[config.mk]
export PLATFORM = sky130hd
export DESIGN_NAME = input_terminal_function_mapper
export DESIGN_NICKNAME = d
export VERILOG_FILES = /design/src/term_map_pkg.sv /design/src/term_function_decode.sv /design/src/input_terminal_function_mapper.sv
export SDC_FILE = /design/constraint.sdc
export NUM_CORES = 1
export LEC_CHECK = 0
export BUFFER_PORTS_ARGS = -buffer_cell sky130_fd_sc_hd__buf_2
export CAP_MARGIN = 30
export CORE_ASPECT_RATIO = 0.9
export CORE_MARGIN = 2
export CORE_UTILIZATION = 50
export DETAILED_ROUTE_END_ITERATION = 8
export GPL_ROUTABILITY_DRIVEN = 0
export GPL_TIMING_DRIVEN = 1
export PLACE_DENSITY = 0.74
export SLEW_MARGIN = 10
export SYNTH_ARGS = -nofsm -noshare
export SYNTH_HDL_FRONTEND = slang
export SYNTH_SLANG_ARGS = --single-unit
[constraint.sdc]
create_clock -name clk_in -period 3.35 [get_ports clk_in]
set_clock_uncertainty 0.2 [all_clocks]
set_input_delay 0.335 -clock clk_in [delete_from_list [all_inputs] [get_ports clk_in]]
set_output_delay 0.335 -clock clk_in [all_outputs]
set_load 0.01 [all_outputs]
[src/term_map_pkg.sv]
// Shared constants, register map and types of the input terminal function mapper.
package term_map_pkg;

   // ************************************************************
   // Sizes
   // ************************************************************
   localparam int NUM_TERMS = 5;
   localparam int NUM_CODES = 19;
   localparam int CFG_W = 8;
   localparam int APB_AW = 8;
   localparam int APB_DW = 32;
   localparam int APB_SW = 4;
   localparam int SPEED_W = 4;
   localparam int TRIP_CNT_W = 8;

   // ************************************************************
   // Register offsets
   // ************************************************************
   localparam logic [APB_AW-1:0] FUNC_BASE_OFF = 8'h00;
   localparam logic [APB_AW-1:0] POL_BASE_OFF = 8'h14;
   localparam logic [APB_AW-1:0] STATUS_OFF = 8'h28;
   localparam logic [APB_AW-1:0] TRIP_OFF = 8'h2c;
   localparam logic [APB_AW-1:0] WORD_STEP = 8'h04;

   // ************************************************************
   // Field positions
   // ************************************************************
   localparam int STAT_LEVEL_LSB = 0;
   localparam int STAT_FUNC_LSB = 8;
   localparam int STAT_RUN_BIT = 24;
   localparam int STAT_OFF_BIT = 25;
   localparam int TRIP_FLAG_BIT = 0;
   localparam int TRIP_CODE_LSB = 8;
   localparam int TRIP_COUNT_LSB = 16;

   // ************************************************************
   // Option codes, used as indices of the code hit vector
   // ************************************************************
   localparam int FN_FWD = 0;
   localparam int FN_REV = 1;
   localparam int FN_SPD0 = 2;
   localparam int FN_JOG = 6;
   localparam int FN_DCB = 7;
   localparam int FN_MOT2 = 8;
   localparam int FN_RAMP2 = 9;
   localparam int FN_COAST = 11;
   localparam int FN_TRIP = 12;
   localparam int FN_CLEAR = 18;
   localparam logic [CFG_W-1:0] CODE_CLEAR = 8'h12;

   // ************************************************************
   // Polarity codes and error codes
   // ************************************************************
   localparam logic [CFG_W-1:0] POL_NO = 8'h00;
   localparam logic [CFG_W-1:0] POL_NC = 8'h01;
   localparam logic [CFG_W-1:0] ERR_NONE = 8'h00;
   localparam logic [CFG_W-1:0] ERR_OUTSIDE_TRIP = 8'h0c;

   // ************************************************************
   // Types and reset values
   // ************************************************************
   typedef logic [NUM_TERMS-1:0][CFG_W-1:0] cfg_array_t;

   localparam cfg_array_t FUNC_DEF_EU = {8'h12, 8'h03, 8'h02, 8'h01, 8'h00};
   localparam cfg_array_t FUNC_DEF_US = {8'h09, 8'h0d, 8'h10, 8'h01, 8'h00};
   localparam cfg_array_t POL_DEF_EU = {8'h00, 8'h00, 8'h00, 8'h00, 8'h00};
   localparam cfg_array_t POL_DEF_US = {8'h00, 8'h01, 8'h00, 8'h00, 8'h00};

   typedef struct packed {
      logic run_forward;
      logic run_reverse;
      logic [SPEED_W-1:0] speed_index;
      logic jog_run;
      logic dc_brake_request;
      logic second_motor_select;
      logic second_ramp_select;
      logic coast_stop;
      logic trip_clear;
   } func_bus_t;

   localparam func_bus_t FUNC_IDLE = '0;

endpackage

[src/term_function_decode.sv]
// One terminal: polarity conditioning and decode of its option code.
`timescale 1ns/1ps

module term_function_decode
   import term_map_pkg::*;
(
   input wire logic level_in,
   input wire logic [term_map_pkg::CFG_W-1:0] func_sel_in,
   input wire logic [term_map_pkg::CFG_W-1:0] polarity_in,
   output logic active_out,
   output logic [term_map_pkg::NUM_CODES-1:0] code_hit_out
);

   // ************************************************************
   // Polarity
   // ************************************************************
   wire logic invert;

   assign invert = (polarity_in == POL_NC);
   assign active_out = level_in ^ invert;

   // ************************************************************
   // Code decode
   // ************************************************************
   // Only codes below the vector width can hit; others drive nothing.
   for (genvar c = 0; c < NUM_CODES; c++) begin : g_code
      assign code_hit_out[c] = active_out && (func_sel_in == CFG_W'(c));
   end

endmodule // term_function_decode

[src/input_terminal_function_mapper.sv]
// Input terminal function mapper with APB configuration registers.
`timescale 1ns/1ps

// Operation
// - Each of five terminals has its own option code register.
// - Polarity code 00 passes the level, code 01 inverts it.
// - Reset function code together with inverted polarity is refused.
// - Polarity resets normal on all terminals, terminal four inverted in US variant.
// - Function codes reset to the variant's default set.
// - Active forward input runs forward, otherwise stop.
// - Active reverse input runs reverse, otherwise stop.
// - Codes 02 to 05 give speed index bits 0 to 3.
// - Active jog input runs at jog frequency, otherwise stop.
// - Active brake input requests DC braking during deceleration.
// - Active input selects the second motor parameter set.
// - Active input selects second-stage ramps.
// - Active input turns motor output off to coast.
// - Rising edge of trip input latches outside trip with code E12.
// - Trips stay latched and counted until a reset is applied.
// - Terminals sharing a code are combined by OR.
// - Active reset input clears trip, turns output off, asserts power-up reset.
module input_terminal_function_mapper
   import term_map_pkg::*;
#(
   parameter bit VARIANT_US = 1'b0
) (
   input wire logic clk_in,
   input wire logic rst_n_in,
   input wire logic psel_in,
   input wire logic penable_in,
   input wire logic pwrite_in,
   input wire logic [term_map_pkg::APB_AW-1:0] paddr_in,
   input wire logic [term_map_pkg::APB_DW-1:0] pwdata_in,
   input wire logic [term_map_pkg::APB_SW-1:0] pstrb_in,
   output logic [term_map_pkg::APB_DW-1:0] prdata_out,
   output logic pready_out,
   output logic pslverr_out,
   input wire logic [term_map_pkg::NUM_TERMS-1:0] terminal_level_in,
   output term_map_pkg::func_bus_t func_out,
   output logic run_mode_out,
   output logic motor_output_off_out,
   output logic powerup_reset_out,
   output logic outside_fault_trip_out,
   output logic [term_map_pkg::CFG_W-1:0] trip_error_code_out
);

   // ************************************************************
   // Reset values
   // ************************************************************
   localparam cfg_array_t FUNC_DEF = VARIANT_US ? FUNC_DEF_US : FUNC_DEF_EU;
   localparam cfg_array_t POL_DEF = VARIANT_US ? POL_DEF_US : POL_DEF_EU;
   localparam logic [TRIP_CNT_W-1:0] TRIP_CNT_MAX = '1;

   // ************************************************************
   // Storage
   // ************************************************************
   cfg_array_t func_sel_q;
   cfg_array_t func_sel_d;
   cfg_array_t polarity_q;
   cfg_array_t polarity_d;
   func_bus_t func_q;
   func_bus_t func_d;
   logic run_mode_q;
   logic run_mode_d;
   logic motor_off_q;
   logic motor_off_d;
   logic trip_q;
   logic trip_d;
   logic [CFG_W-1:0] trip_code_q;
   logic [CFG_W-1:0] trip_code_d;
   logic [TRIP_CNT_W-1:0] trip_cnt_q;
   logic [TRIP_CNT_W-1:0] trip_cnt_d;
   // Last cycle's trip input level, kept for the rising-edge detector.
   logic ext_prev_q;
   logic [APB_DW-1:0] prdata_q;
   logic [APB_DW-1:0] prdata_d;

   // ************************************************************
   // Per-terminal decode and address match
   // ************************************************************
   logic [NUM_TERMS-1:0][NUM_CODES-1:0] code_hit;
   logic [NUM_TERMS-1:0] term_active;
   logic [NUM_TERMS-1:0] func_addr_hit;
   logic [NUM_TERMS-1:0] pol_addr_hit;

   // Each terminal yields one hit vector and owns one word in each register bank.
   for (genvar t = 0; t < NUM_TERMS; t++) begin : g_term
      localparam logic [APB_AW-1:0] STEP_OFF = APB_AW'(t) * WORD_STEP;

      term_function_decode u_decode (
         .level_in(terminal_level_in[t]),
         .func_sel_in(func_sel_q[t]),
         .polarity_in(polarity_q[t]),
         .active_out(term_active[t]),
         .code_hit_out(code_hit[t])
      );

      assign func_addr_hit[t] = (paddr_in == FUNC_BASE_OFF + STEP_OFF);
      assign pol_addr_hit[t] = (paddr_in == POL_BASE_OFF + STEP_OFF);
   end

   // ************************************************************
   // Combine terminals sharing a code
   // ************************************************************
   logic [NUM_CODES-1:0] any_hit;

   always_comb begin
      any_hit = '0;
      for (int t = 0; t < NUM_TERMS; t++) begin
         any_hit = any_hit | code_hit[t];
      end
   end

   // ************************************************************
   // Function signals
   // ************************************************************
   wire logic fwd_cmd;
   wire logic rev_cmd;
   wire logic jog_cmd;
   wire logic clear_cmd;
   wire logic run_block;
   wire logic ext_now;
   wire logic ext_rise;

   assign clear_cmd = any_hit[FN_CLEAR];
   // A latched trip or a pending clear holds every run command off.
   assign run_block = trip_q | clear_cmd;
   // Forward and reverse together mean stop.
   assign fwd_cmd = any_hit[FN_FWD] & ~any_hit[FN_REV] & ~run_block;
   assign rev_cmd = any_hit[FN_REV] & ~any_hit[FN_FWD] & ~run_block;
   // A run command takes precedence over jog.
   assign jog_cmd = any_hit[FN_JOG] & ~any_hit[FN_FWD] & ~any_hit[FN_REV] & ~run_block;
   assign ext_now = any_hit[FN_TRIP];
   // The previous level resets low, so a trip input already active at release counts as an edge.
   assign ext_rise = ext_now & ~ext_prev_q;

   always_comb begin
      func_d = FUNC_IDLE;
      func_d.run_forward = fwd_cmd;
      func_d.run_reverse = rev_cmd;
      // Codes 02 to 05 land on index bits 0 to 3 in order.
      func_d.speed_index = any_hit[FN_SPD0 +: SPEED_W];
      func_d.jog_run = jog_cmd;
      func_d.dc_brake_request = any_hit[FN_DCB];
      func_d.second_motor_select = any_hit[FN_MOT2];
      func_d.second_ramp_select = any_hit[FN_RAMP2];
      func_d.coast_stop = any_hit[FN_COAST];
      func_d.trip_clear = clear_cmd;
   end

   assign run_mode_d = fwd_cmd | rev_cmd | jog_cmd;
   // A latched trip keeps the output off until a clear arrives.
   assign motor_off_d = any_hit[FN_COAST] | clear_cmd | trip_q;

   // ************************************************************
   // Trip latch and history
   // ************************************************************
   // A new edge in the same cycle as a clear keeps the trip set.
   always_comb begin
      trip_d = trip_q;
      trip_code_d = trip_code_q;
      if (ext_rise) begin
         trip_d = 1'b1;
         trip_code_d = ERR_OUTSIDE_TRIP;
      end else if (clear_cmd) begin
         trip_d = 1'b0;
         trip_code_d = ERR_NONE;
      end
   end

   // The count is history: only the system reset clears it.
   assign trip_cnt_d = (ext_rise && trip_cnt_q != TRIP_CNT_MAX) ? trip_cnt_q + 1'b1 : trip_cnt_q;

   // ************************************************************
   // APB decode
   // ************************************************************
   wire logic setup_phase;
   wire logic access_phase;
   wire logic cfg_hit;
   wire logic status_hit;
   wire logic trip_hit;
   wire logic mapped;
   wire logic lane0;
   wire logic [CFG_W-1:0] wr_byte;
   wire logic wr_bad_value;
   wire logic wr_locked;
   wire logic wr_err;
   wire logic rd_err;
   wire logic wr_go;
   logic [CFG_W-1:0] addr_func;
   logic [CFG_W-1:0] addr_pol;

   assign setup_phase = psel_in & ~penable_in;
   assign access_phase = psel_in & penable_in;
   assign cfg_hit = |func_addr_hit | |pol_addr_hit;
   assign status_hit = (paddr_in == STATUS_OFF);
   assign trip_hit = (paddr_in == TRIP_OFF);
   assign mapped = cfg_hit | status_hit | trip_hit;
   assign lane0 = pstrb_in[0];
   assign wr_byte = pwdata_in[CFG_W-1:0];

   // Current settings of the addressed terminal.
   always_comb begin
      addr_func = '0;
      addr_pol = '0;
      for (int t = 0; t < NUM_TERMS; t++) begin
         if (func_addr_hit[t] || pol_addr_hit[t]) begin
            addr_func = func_sel_q[t];
            addr_pol = polarity_q[t];
         end
      end
   end

   // Polarity holds only two codes; reset function never pairs with inversion.
   assign wr_bad_value = (|pol_addr_hit && wr_byte != POL_NO && wr_byte != POL_NC)
      || (|pol_addr_hit && wr_byte == POL_NC && addr_func == CODE_CLEAR)
      || (|func_addr_hit && wr_byte == CODE_CLEAR && addr_pol == POL_NC);
   // Settings are frozen while the drive runs, so no write can retarget a live input.
   assign wr_locked = cfg_hit & run_mode_q;
   assign wr_err = ~mapped | status_hit | trip_hit | (lane0 & (wr_bad_value | wr_locked));
   assign rd_err = ~mapped;

   // Every register answers at once, so the access phase never stretches.
   assign pready_out = 1'b1;
   assign pslverr_out = access_phase & (pwrite_in ? wr_err : rd_err);
   // Only byte lane 0 carries a setting; a write without it stores nothing.
   assign wr_go = access_phase & pwrite_in & pready_out & ~wr_err & lane0;

   // ************************************************************
   // Register writes
   // ************************************************************
   always_comb begin
      func_sel_d = func_sel_q;
      polarity_d = polarity_q;
      for (int t = 0; t < NUM_TERMS; t++) begin
         if (wr_go && func_addr_hit[t]) begin
            func_sel_d[t] = wr_byte;
         end
         if (wr_go && pol_addr_hit[t]) begin
            polarity_d[t] = wr_byte;
         end
      end
   end

   // ************************************************************
   // Read data, sampled in the setup cycle
   // ************************************************************
   logic [APB_DW-1:0] status_word;
   logic [APB_DW-1:0] trip_word;

   always_comb begin
      status_word = '0;
      status_word[STAT_LEVEL_LSB +: NUM_TERMS] = term_active;
      status_word[STAT_FUNC_LSB +: $bits(func_bus_t)] = func_q;
      status_word[STAT_RUN_BIT] = run_mode_q;
      status_word[STAT_OFF_BIT] = motor_off_q;
      trip_word = '0;
      trip_word[TRIP_FLAG_BIT] = trip_q;
      trip_word[TRIP_CODE_LSB +: CFG_W] = trip_code_q;
      trip_word[TRIP_COUNT_LSB +: TRIP_CNT_W] = trip_cnt_q;
   end

   // Capturing in the setup cycle lets the access cycle complete with no wait state.
   always_comb begin
      prdata_d = prdata_q;
      if (setup_phase && !pwrite_in) begin
         prdata_d = '0;
         for (int t = 0; t < NUM_TERMS; t++) begin
            if (func_addr_hit[t]) begin
               prdata_d[CFG_W-1:0] = func_sel_q[t];
            end
            if (pol_addr_hit[t]) begin
               prdata_d[CFG_W-1:0] = polarity_q[t];
            end
         end
         if (status_hit) begin
            prdata_d = status_word;
         end
         if (trip_hit) begin
            prdata_d = trip_word;
         end
      end
   end

   // ************************************************************
   // Flip-flops
   // ************************************************************
   always_ff @(posedge clk_in) begin
      if (!rst_n_in) begin
         func_sel_q <= FUNC_DEF;
         polarity_q <= POL_DEF;
      end else begin
         func_sel_q <= func_sel_d;
         polarity_q <= polarity_d;
      end
   end

   always_ff @(posedge clk_in) begin
      if (!rst_n_in) begin
         func_q <= FUNC_IDLE;
         run_mode_q <= 1'b0;
         motor_off_q <= 1'b0;
         ext_prev_q <= 1'b0;
      end else begin
         func_q <= func_d;
         run_mode_q <= run_mode_d;
         motor_off_q <= motor_off_d;
         ext_prev_q <= ext_now;
      end
   end

   always_ff @(posedge clk_in) begin
      if (!rst_n_in) begin
         trip_q <= 1'b0;
         trip_code_q <= ERR_NONE;
         trip_cnt_q <= '0;
      end else begin
         trip_q <= trip_d;
         trip_code_q <= trip_code_d;
         trip_cnt_q <= trip_cnt_d;
      end
   end

   always_ff @(posedge clk_in) begin
      if (!rst_n_in) begin
         prdata_q <= '0;
      end else begin
         prdata_q <= prdata_d;
      end
   end

   // ************************************************************
   // Outputs
   // ************************************************************
   assign prdata_out = prdata_q;
   assign func_out = func_q;
   assign run_mode_out = run_mode_q;
   assign motor_output_off_out = motor_off_q;
   assign powerup_reset_out = func_q.trip_clear;
   assign outside_fault_trip_out = trip_q;
   assign trip_error_code_out = trip_code_q;

endmodule // input_terminal_function_mapper

==> Word-level counts from Yosys, hierarchy flattened <==
Index checks and enable logic that the tools add are counted.
{ "word_totals": {"regBits": 138, "in_bits": 54, "output_inout_bits": 58} }
{ "classes": {"add_sub_neg": 1, "eq_ne": 112, "n_mux": 27, "n_bitwise": 44, "n_reduce_logical": 131} }
{ "op_table": {"columns": ["cell", "n"], "rows": [
  ["$eq A8 B4 Y1 const B", 42],
  ["$eq A8 B3 Y1 const B", 21],
  ["$eq A8 B5 Y1 const B", 21],
  ["$mux W8", 20],
  ["$logic_and A1 B1 Y1", 113],
  ["$eq A8 B1 Y1 const B", 12],
  ["$eq A8 B2 Y1 const B", 10],
  ["$or A19 B19 Y19", 4],
  ["$logic_not A8 Y1", 6],
  ["$eq A8 B6 Y1 const B", 4],
  ["$mux W32", 1],
  ["$mux W26", 1],
  ["$and A1 B1 Y1", 16],
  ["$or A1 B1 Y1", 12],
  ["$reduce_or A5 Y1", 2],
  ["$add A8 B1 Y8 const B", 1],
  ["$mux W4", 2],
  ["$ne A8 B1 Y1 const B", 1],
  ["$ne A8 B8 Y1 const B", 1],
  ["$reduce_bool A8 Y1", 1],
  ["$logic_or A1 B1 Y1", 7],
  ["$not A1 Y1", 7],
  ["$xor A1 B1 Y1", 5],
  ["$mux W1", 3],
  ["2 further kinds", 2]
]} }

==> Longest topological paths before layout <==
Gate-level depths: netlist of run 1.
{ "depth": {"ltp_word": 18, "depth_mapped": 10, "depth_no_buf": 7} }

==> Cells and area by module <==
From an unflattened synthesis of run 1, not the netlist that was laid out.
{ "unflattened": {"cells_unflattened": 1020, "hier_area_um2": 8072.7} }
{ "modules_own_cells": {"columns": ["module", "instances", "cells_per_inst", "area_each_um2"], "rows": [
  ["input_terminal_function_mapper", 1, 735, 6383.6],
  ["term_function_decode", 5, 57, 337.8]
]} }

==> Worst setup path before layout of run 1 <==
Ideal clock, no wire load.
{ "synth_timing": {"path_type": "input-to-output", "start": "in paddr_in[0] in the netlist's numbering", "end": "out pslverr_out", "arrival_ns": 2.689, "required_ns": 2.815, "path_slack_ns": 0.126, "path_stages": 9, "path_cell_list": "buf_2 > or4_4 > or4_1 > clkbuf_1 > o32ai_1 > o31ai_1 > nor2_4 > nor3_1 > a211oi_1"} }
{ "synth_via": {"elab_chain_len": 16, "elab_cells_between_ends": 51} }
{ "synth_rtl": {"columns": ["element", "line", "text"], "rows": [
  ["start, declared", "input_terminal_function_mapper.sv:32", "input wire logic [term_map_pkg::APB_AW-1:0] paddr_in,"],
  ["$eq A8 B5 Y1 or $logic_not A8 Y1 (tied branches)", "input_terminal_function_mapper.sv:99, input_terminal_function_mapper.sv:98", null],
  ["$logic_or A1 B1 Y1", "input_terminal_function_mapper.sv:207", "if (func_addr_hit[t] || pol_addr_hit[t]) begin"],
  ["$mux W8 (5 in series)", "input_terminal_function_mapper.sv:207", null],
  ["$eq A8 B5 Y1", "input_terminal_function_mapper.sv:216", "|| (|pol_addr_hit && wr_byte == POL_NC && addr_func == CODE_CLEAR)"],
  ["$logic_and A1 B1 Y1", "input_terminal_function_mapper.sv:216", null],
  ["$logic_or A1 B1 Y1", "input_terminal_function_mapper.sv:216", null],
  ["$logic_or A1 B1 Y1", "input_terminal_function_mapper.sv:217", "|| (|func_addr_hit && wr_byte == CODE_CLEAR && addr_pol == POL_NC);"],
  ["$or A1 B1 Y1", "input_terminal_function_mapper.sv:220", "assign wr_err = ~mapped | status_hit | trip_hit | (lane0 & (wr_bad_value | wr_locked));"],
  ["$and A1 B1 Y1", "input_terminal_function_mapper.sv:220", null],
  ["$or A1 B1 Y1", "input_terminal_function_mapper.sv:220", null],
  ["$mux W1 *", "input_terminal_function_mapper.sv:225", "assign pslverr_out = access_phase & (pwrite_in ? wr_err : rd_err);"],
  ["$and A1 B1 Y1 *", "input_terminal_function_mapper.sv:225", null],
  ["end, declared", "input_terminal_function_mapper.sv:37", "output logic pslverr_out,"]
]} }
Every way passes the cells marked *; elsewhere a longest branch is shown, timed or not.

==> Final worst setup path of run 1 <==
{ "layout_timing": {"start": "reg func_sel_q[6] in the netlist's numbering", "end": "out pslverr_out"} }
{ "layout_via": {"elab_chain_len": 14} }
{ "layout_rtl": {"columns": ["element", "line", "text"], "rows": [
  ["start, declared", "input_terminal_function_mapper.sv:57", "cfg_array_t func_sel_q;"],
  ["start signal, assigned", "input_terminal_function_mapper.sv:293", "func_sel_q <= func_sel_d;"],
  ["$mux W8 (5 in series)", "input_terminal_function_mapper.sv:207", null],
  ["$eq A8 B5 Y1", "input_terminal_function_mapper.sv:216", null],
  ["$logic_and A1 B1 Y1", "input_terminal_function_mapper.sv:216", null],
  ["$logic_or A1 B1 Y1", "input_terminal_function_mapper.sv:216", null],
  ["$logic_or A1 B1 Y1", "input_terminal_function_mapper.sv:217", null],
  ["$or A1 B1 Y1", "input_terminal_function_mapper.sv:220", null],
  ["$and A1 B1 Y1", "input_terminal_function_mapper.sv:220", null],
  ["$or A1 B1 Y1", "input_terminal_function_mapper.sv:220", null],
  ["$mux W1", "input_terminal_function_mapper.sv:225", null],
  ["$and A1 B1 Y1", "input_terminal_function_mapper.sv:225", null]
]} }
No other way between the ends.

==> flow_metrics.tcl, run 1 <==
set metrics [dict create \
    end_kind "output pin" \
    setup_viol 0 \
    critPathKind "register to output pin" \
    htreeDepth 4 \
    fin_cells 1118 \
    regArea_um2 2603 \
    die_area_um2 14920 \
    status "complete, no violations" \
    drc 0 \
    vias 7342 \
    ys_ff_latch 130 \
    overflow 0 \
    met1_length_um 9874 \
    crit_fanout 3 \
    ir_worst_vdd_v 0.0003552 \
    yosysTopAreaCell "dfxtp_1" \
    met3_length_um 3129 \
    fmax_ghz 0.3069 \
    min_period_ns 3.258 \
    period_share 0.9727 \
    yosysMostFrequentCell "dfxtp_1" \
    routed_wl_um 23410 \
    maxSlewHeadroom 0.4399 \
    grt.total_usage 0.3220 \
    wl_per_cell_um 20.94 \
    synth_area_um2 6978 \
    antenna_found_initial 0 \
    worstPathArrival_ns 2.72 \
    initial_core_util 0.5164 \
    fin_nets 993 \
    first_global_vias 6559 \
    tightest_slew_ns 0.8189 \
    grt_pass1_wl_um 36380 \
    netlist_instances 849 \
    synth_top_cells_by_count "dfxtp_1 (130), nand2_1 (114), nor2_1 (60)" \
    tritoncts "yes" \
    required_ns 2.81 \
    async_flop_share 0 \
    viasPerCell 6.567 \
    rsz0062_at_grt "no" \
    firstDrtPassIters 8 \
    drive_gt1_frac 0.2021 \
    cts.sinks 130 \
    io_buffers 71 \
    synthFlopType "dfxtp_1" \
    yosysTopAreaCellShare 0.3730 \
    fillCellCount 1194 \
    min_path_type "primary input to register" \
    multi_input_area_um2 4104 \
    fp.coreArea_um2 13510 \
    post-cts-setup-buffers 0 \
    insertion_delay_ns 0.43 \
    ys_top_cells_by_area "dfxtp_1 (37%), mux2i_1 (6.5%), nand2_1 (6.1%), a21oi_1 (4.0%), nor2_1 (3.2%)" \
    syn_to_final_growth_pct 18.40 \
    hold-worst-slack_ns 0.08401 \
    place_inst 1087 \
    num_rows 40 \
    cts_buffers 17 \
    yosysWarnings 0 \
    tns_ns 0 \
    leakage_nw 3.087 \
    synth_edf_count 0 \
    dp_hpwl_um 17220 \
    critPathLaunchType "register" \
    cellPowerDensity_nw_per_um2 430.1 \
    hold_buffers 0 \
    clockBufferDepth 2 \
    yosysUniqueCellTypes 75 \
    synth-seq-area-share 0.3730 \
    syn_area_per_cell_um2 8.219 \
    die_y_um 116.1 \
    drv_cap 0 \
    path_clk_slew_ns 0.05 \
    slew_violations 0 \
    drt-initial-drc-count 938 \
    highest_layer "met4" \
    antennaDiodeCount 0 \
    dr_wl_met2_um 9306 \
    ioPinCount 112 \
    die_w_um 128.5 \
    clockRootBuffer "clkbuf_16" \
    hold_viol 0 \
    final_antenna_net_count 0 \
    grt_max_degree 74 \
]
-- metrics by stage --
stage | worst slack [ns] | power, W | area [um2] | util
2_1_floorplan | 0.1264 | 0.001737 | 7019 | -
3_3_place_gp | 0.1739 | 0.001809 | 7659 | 0.5668
3_5_place_dp | 0.1419 | 0.001810 | 7659 | 0.5668
4_1_cts | 0.003993 | 0.003566 | 8228 | 0.6089
5_1_grt | 0.004211 | 0.003659 | 8262 | 0.6114
6_report | 0.09161 | 0.003553 | 8262 | 0.6114
-- where the power goes --
group,internal [W],total (W),switching (W)
Sequential,0.00156,0.00156,0.00000490
Combinational,0.0000698,0.000227,0.000158
Clock,0.00109,0.00177,0.000678
-- worst paths after layout --
check / endpoint / cells past startpoint / startpoint / slack [ns]
max: pslverr_out / 8 / func_sel_q[6]$_SDFFE_PN0P_ / 0.09
min: func_sel_q[36]$_SDFFE_PN1P_ / 3 / pwdata_in[4] / 0.08
max reg2reg: func_out[5]$_SDFF_PN0_ / 7 / polarity_q[4]$_SDFFE_PN0P_ / 0.20
min reg2reg: prdata_out[13]$_SDFFE_PN0P_ / 2 / prdata_out[13]$_SDFFE_PN0P_ / 0.25
-- layout make-up --
| cell class | count | area share |
|---|---|---|
| multi-input cells | 656 | 0.4967 |
| inverters | 11 | 0.004998 |
| clock buffers | 22 | 0.05861 |
| well taps | 168 | 0.02544 |
| flip-flops and latches | 130 | 0.3150 |
| clock inverters | 9 | 0.009844 |
| repair buffers | 122 | 0.08935 |
-- cells in the final DEF, fill, tap and decap left out, types with 25 or more instances in the layout --
cell	instances
nor3_1	27
buf_2	71
nor2_1	58
mux2i_1	45
nand3_1	33
and2_1	25
dfxtp_1	130
buf_4	51
a21oi_1	54
nand2_1	114
o21ai_0	25
-- worst max-delay path, stage by stage, from the launching register on --
cell and delay [ns]:
dfxtp_1 0.34, nor3_1 0.30, nand4_1 0.27, a2111oi_2 0.48, o21ai_1 0.16, a21oi_2 0.30
nor3_1 0.10, a211oi_1 0.20, buf_2 0.16
-- metal layers --
layer,up-vias,global-route usage
met5,-,0
met4,0,0.1362
met3,121,0.1043
met2,526,0.4592
met1,3389,0.4476
li1,3306,-
-- sequential cells by signal (all words and copies together), names as in the netlist --
| signal | cells |
|---|---|
| func_sel_q | 40 |
| polarity_q | 40 |
| prdata_out | 26 |
| func_out | 11 |
| trip_cnt_q | 8 |
| ext_prev_q | 1 |
| motor_output_off_out | 1 |
| powerup_reset_out | 1 |
| run_mode_out | 1 |
| trip_error_code_out | 1 |
-- kinds of logic (layout without fill, tap and decap cells) --
| group | after synthesis | count (layout) | share of synthesized area |
|---|---|---|---|
| xor gates and xnor gates | 6 | 6 | 0.007531 |
| and+or+nand+nor | 404 | 404 | 0.3204 |
| adders and majority gates | 1 | 1 | 0.001793 |
| DFF | 130 | 130 | 0.3730 |
| buffers and inverters | 74 | 164 | 0.05182 |
| AOI/OAI and AO/OA | 187 | 187 | 0.1798 |
| other | 2 | 13 | 0.001076 |
| muxes | 45 | 45 | 0.06455 |
-- repair_timing --
item	in CTS	in global routing
cloned	0	0
pin swaps	0	1
endpoints found under the setup margin	1	3
resized for setup	1	11
(Power assumes the default switching activity.)
==> inputs of run 2 (changes only) <==
--- a/config.mk
+++ b/config.mk
@@ -5,16 +5,17 @@
 export SDC_FILE = /design/constraint.sdc
 export NUM_CORES = 1
 export LEC_CHECK = 0
-export BUFFER_PORTS_ARGS = -buffer_cell sky130_fd_sc_hd__buf_2
 export CAP_MARGIN = 30
 export CORE_ASPECT_RATIO = 0.9
 export CORE_MARGIN = 2
 export CORE_UTILIZATION = 50
 export DETAILED_ROUTE_END_ITERATION = 8
+export DONT_BUFFER_PORTS = 1
 export GPL_ROUTABILITY_DRIVEN = 0
 export GPL_TIMING_DRIVEN = 1
-export PLACE_DENSITY = 0.74
+export PLACE_DENSITY = 0.67
 export SLEW_MARGIN = 10
 export SYNTH_ARGS = -nofsm -noshare
 export SYNTH_HDL_FRONTEND = slang
 export SYNTH_SLANG_ARGS = --single-unit
+export TNS_END_PERCENT = 10
==> run 2 against run 1 <==
  * Sequential share of layout area is 0.88 points higher
  * Critical path type is now register to register
  * Worst hold slack got worse by 0.072 ns
  * Global-route usage increased by 0.92 points
  * First-iteration DRC count grew 15%
  * Via count down 3.4%
  * Combinational power down 26%
  * Non-clock buffer count fell by 63
  * Utilization down 1.7 points
  * Total power rose by 3.5%
  * Largest power group unchanged
  * Fmax grew 0.34%
  * Setup slack gained 0.011 ns
  * Critical path depth fell by 1
==> flow_metrics.tcl, run 2 (synthesis results as in run 1) <==
set metrics [dict create \
    status "complete, no violations" \
    end_kind "register" \
    crit_path_top_delay_cell "nor4b_1" \
    die_area_um2 14920 \
    final_cell_mix "dfxtp_1 (130), nand2_1 (114), nor2_1 (59)" \
    place_inst 1016 \
    antenna_found_initial 0 \
    first_global_vias 6710 \
    crit_fanout 4 \
    slew_violations 0 \
    leakage_nw 2.813 \
    final_antenna_net_count 0 \
    path_clk_slew_ns 0.06 \
    setup_viol 0 \
    htreeDepth 4 \
    finalPower_w 0.003677 \
    cellPowerDensity_nw_per_um2 457.4 \
    maxSlewHeadroom 0.4364 \
    fin_nets 930 \
    min_path_type "primary input to register" \
    clockBufferDepth 2 \
    worstPathArrival_ns 3.38 \
    dp_hpwl_um 17830 \
    antennaDiodeCount 0 \
    regArea_um2 2603 \
    grt.total_usage 0.3312 \
    ioPinCount 112 \
    ir_worst_vdd_v 0.0003685 \
    min_period_ns 3.247 \
    tns_ns 0 \
    multi_input_area_um2 4098 \
    firstDrtPassIters 6 \
    grt_pass1_wl_um 37080 \
    path_cells "nor4b_1, nand2_1, xnor2_1, o22ai_1, or4_1, or3_1, nor4b_1" \
    insertion_delay_ns 0.42 \
    cts_buffers 17 \
    layout_commonest_cell "dfxtp_1" \
    fp.coreArea_um2 13510 \
    hold_viol 0 \
    io_buffers 0 \
    cts.sinks 130 \
    syn_to_final_growth_pct 15.19 \
    initial_core_util 0.5164 \
    drive_gt1_frac 0.1309 \
    fillCellCount 1220 \
    critPathLaunchType "register" \
    viasPerCell 6.732 \
    routed_wl_um 24350 \
    period_share 0.9693 \
    drc 0 \
    vias 7096 \
    design_area_um2 8038 \
    fmax_ghz 0.3080 \
    required_ns 3.48 \
    num_rows 40 \
    critPathTopFamily "simple AND/OR/NAND/NOR gates" \
    wl_per_cell_um 23.10 \
    overflow 0 \
    clockRootBuffer "clkbuf_16" \
    rsz0062_at_grt "no" \
    drv_cap 0 \
    slowest_delay_ns 0.69 \
    crit_path_frequent_cell "nor4b_1" \
    critPathKind "register to register" \
    crit_buf_inv 0 \
    tritoncts "yes" \
    grt_max_degree 67 \
    die_y_um 116.1 \
    place_area_um2 7303 \
    die_w_um 128.5 \
    drt-initial-drc-count 1078 \
    fin_cells 1054 \
    tightest_slew_ns 0.8423 \
]
## run 2: cell count changes in the layout (fill, tap and decap cells not counted), moves of 2 or more
cell,before,now
buf_2,71,0
dlygate4sd3_1,0,5
clkbuf_1,1,5
bufinv_16,1,4
clkinv_2,4,1
clkinvlp_4,3,0
buf_4,51,53
## run 2: through the flow
| stage | setup WS, ns | utilization | hold slack [ns] |
|---|---|---|---|
| final | 0.1027 | 0.5948 | 0.01229 |
| after global routing | 0.01794 | 0.5948 | 0.005638 |
| after CTS | 0.0007911 | 0.5926 | 0.001524 |
| after detailed placement | 0.08559 | 0.5405 | 0.2752 |
| after global placement | 0.08781 | 0.5405 | 0.2632 |
| after floorplan | 0.1264 | - | 0.2428 |
## run 2: final timing paths
| kind | cells after the start | to | slack [ns] | from |
|---|---|---|---|---|
| hold / removal | 2 | func_sel_q[22]$_SDFFE_PN0P_ | 0.01 | pwdata_in[6] |
| setup reg to reg | 7 | func_out[5]$_SDFF_PN0_ | 0.10 | polarity_q[17]$_SDFFE_PN0P_ |
| setup / recovery | 7 | func_out[5]$_SDFF_PN0_ | 0.10 | polarity_q[17]$_SDFFE_PN0P_ |
| hold reg to reg | 2 | prdata_out[14]$_SDFFE_PN0P_ | 0.29 | prdata_out[14]$_SDFFE_PN0P_ |
## run 2: report_power, final
group	switching (W)	internal, W	total, W
logic	0.000112	0.0000563	0.000168
clock network	0.000646	0.00129	0.00194
registers	0.0000120	0.00156	0.00157
total	0.000770	0.00291	0.00368
## run 2: timing repair
action | in CTS | in global routing
pin swaps | 1 | 3
gates resized for setup | 2 | 7
hold buffers | 6 | 0
buffers inserted | 1 | 1
endpoints found under the hold margin | 70 | 0
endpoints found under the setup margin | 1 | 3
## run 2: metal layers
metal | GRT usage | share of wire | vias to the layer above
met5 | 0 | 0 | -
met4 | 0.1283 | 0.039 | 0
met3 | 0.1505 | 0.15 | 116
met2 | 0.4720 | 0.40 | 546
met1 | 0.4384 | 0.40 | 3260
li1 | - | - | 3174
## run 2: final cells by class
cell class,instances,share of cell area
multi-input combinational,656,0.5098
sequential,130,0.3238
clock buffer,25,0.06040
timing repair buffer,59,0.05915
tap,168,0.02615
clock inverter,5,0.01557
inverter,11,0.005137
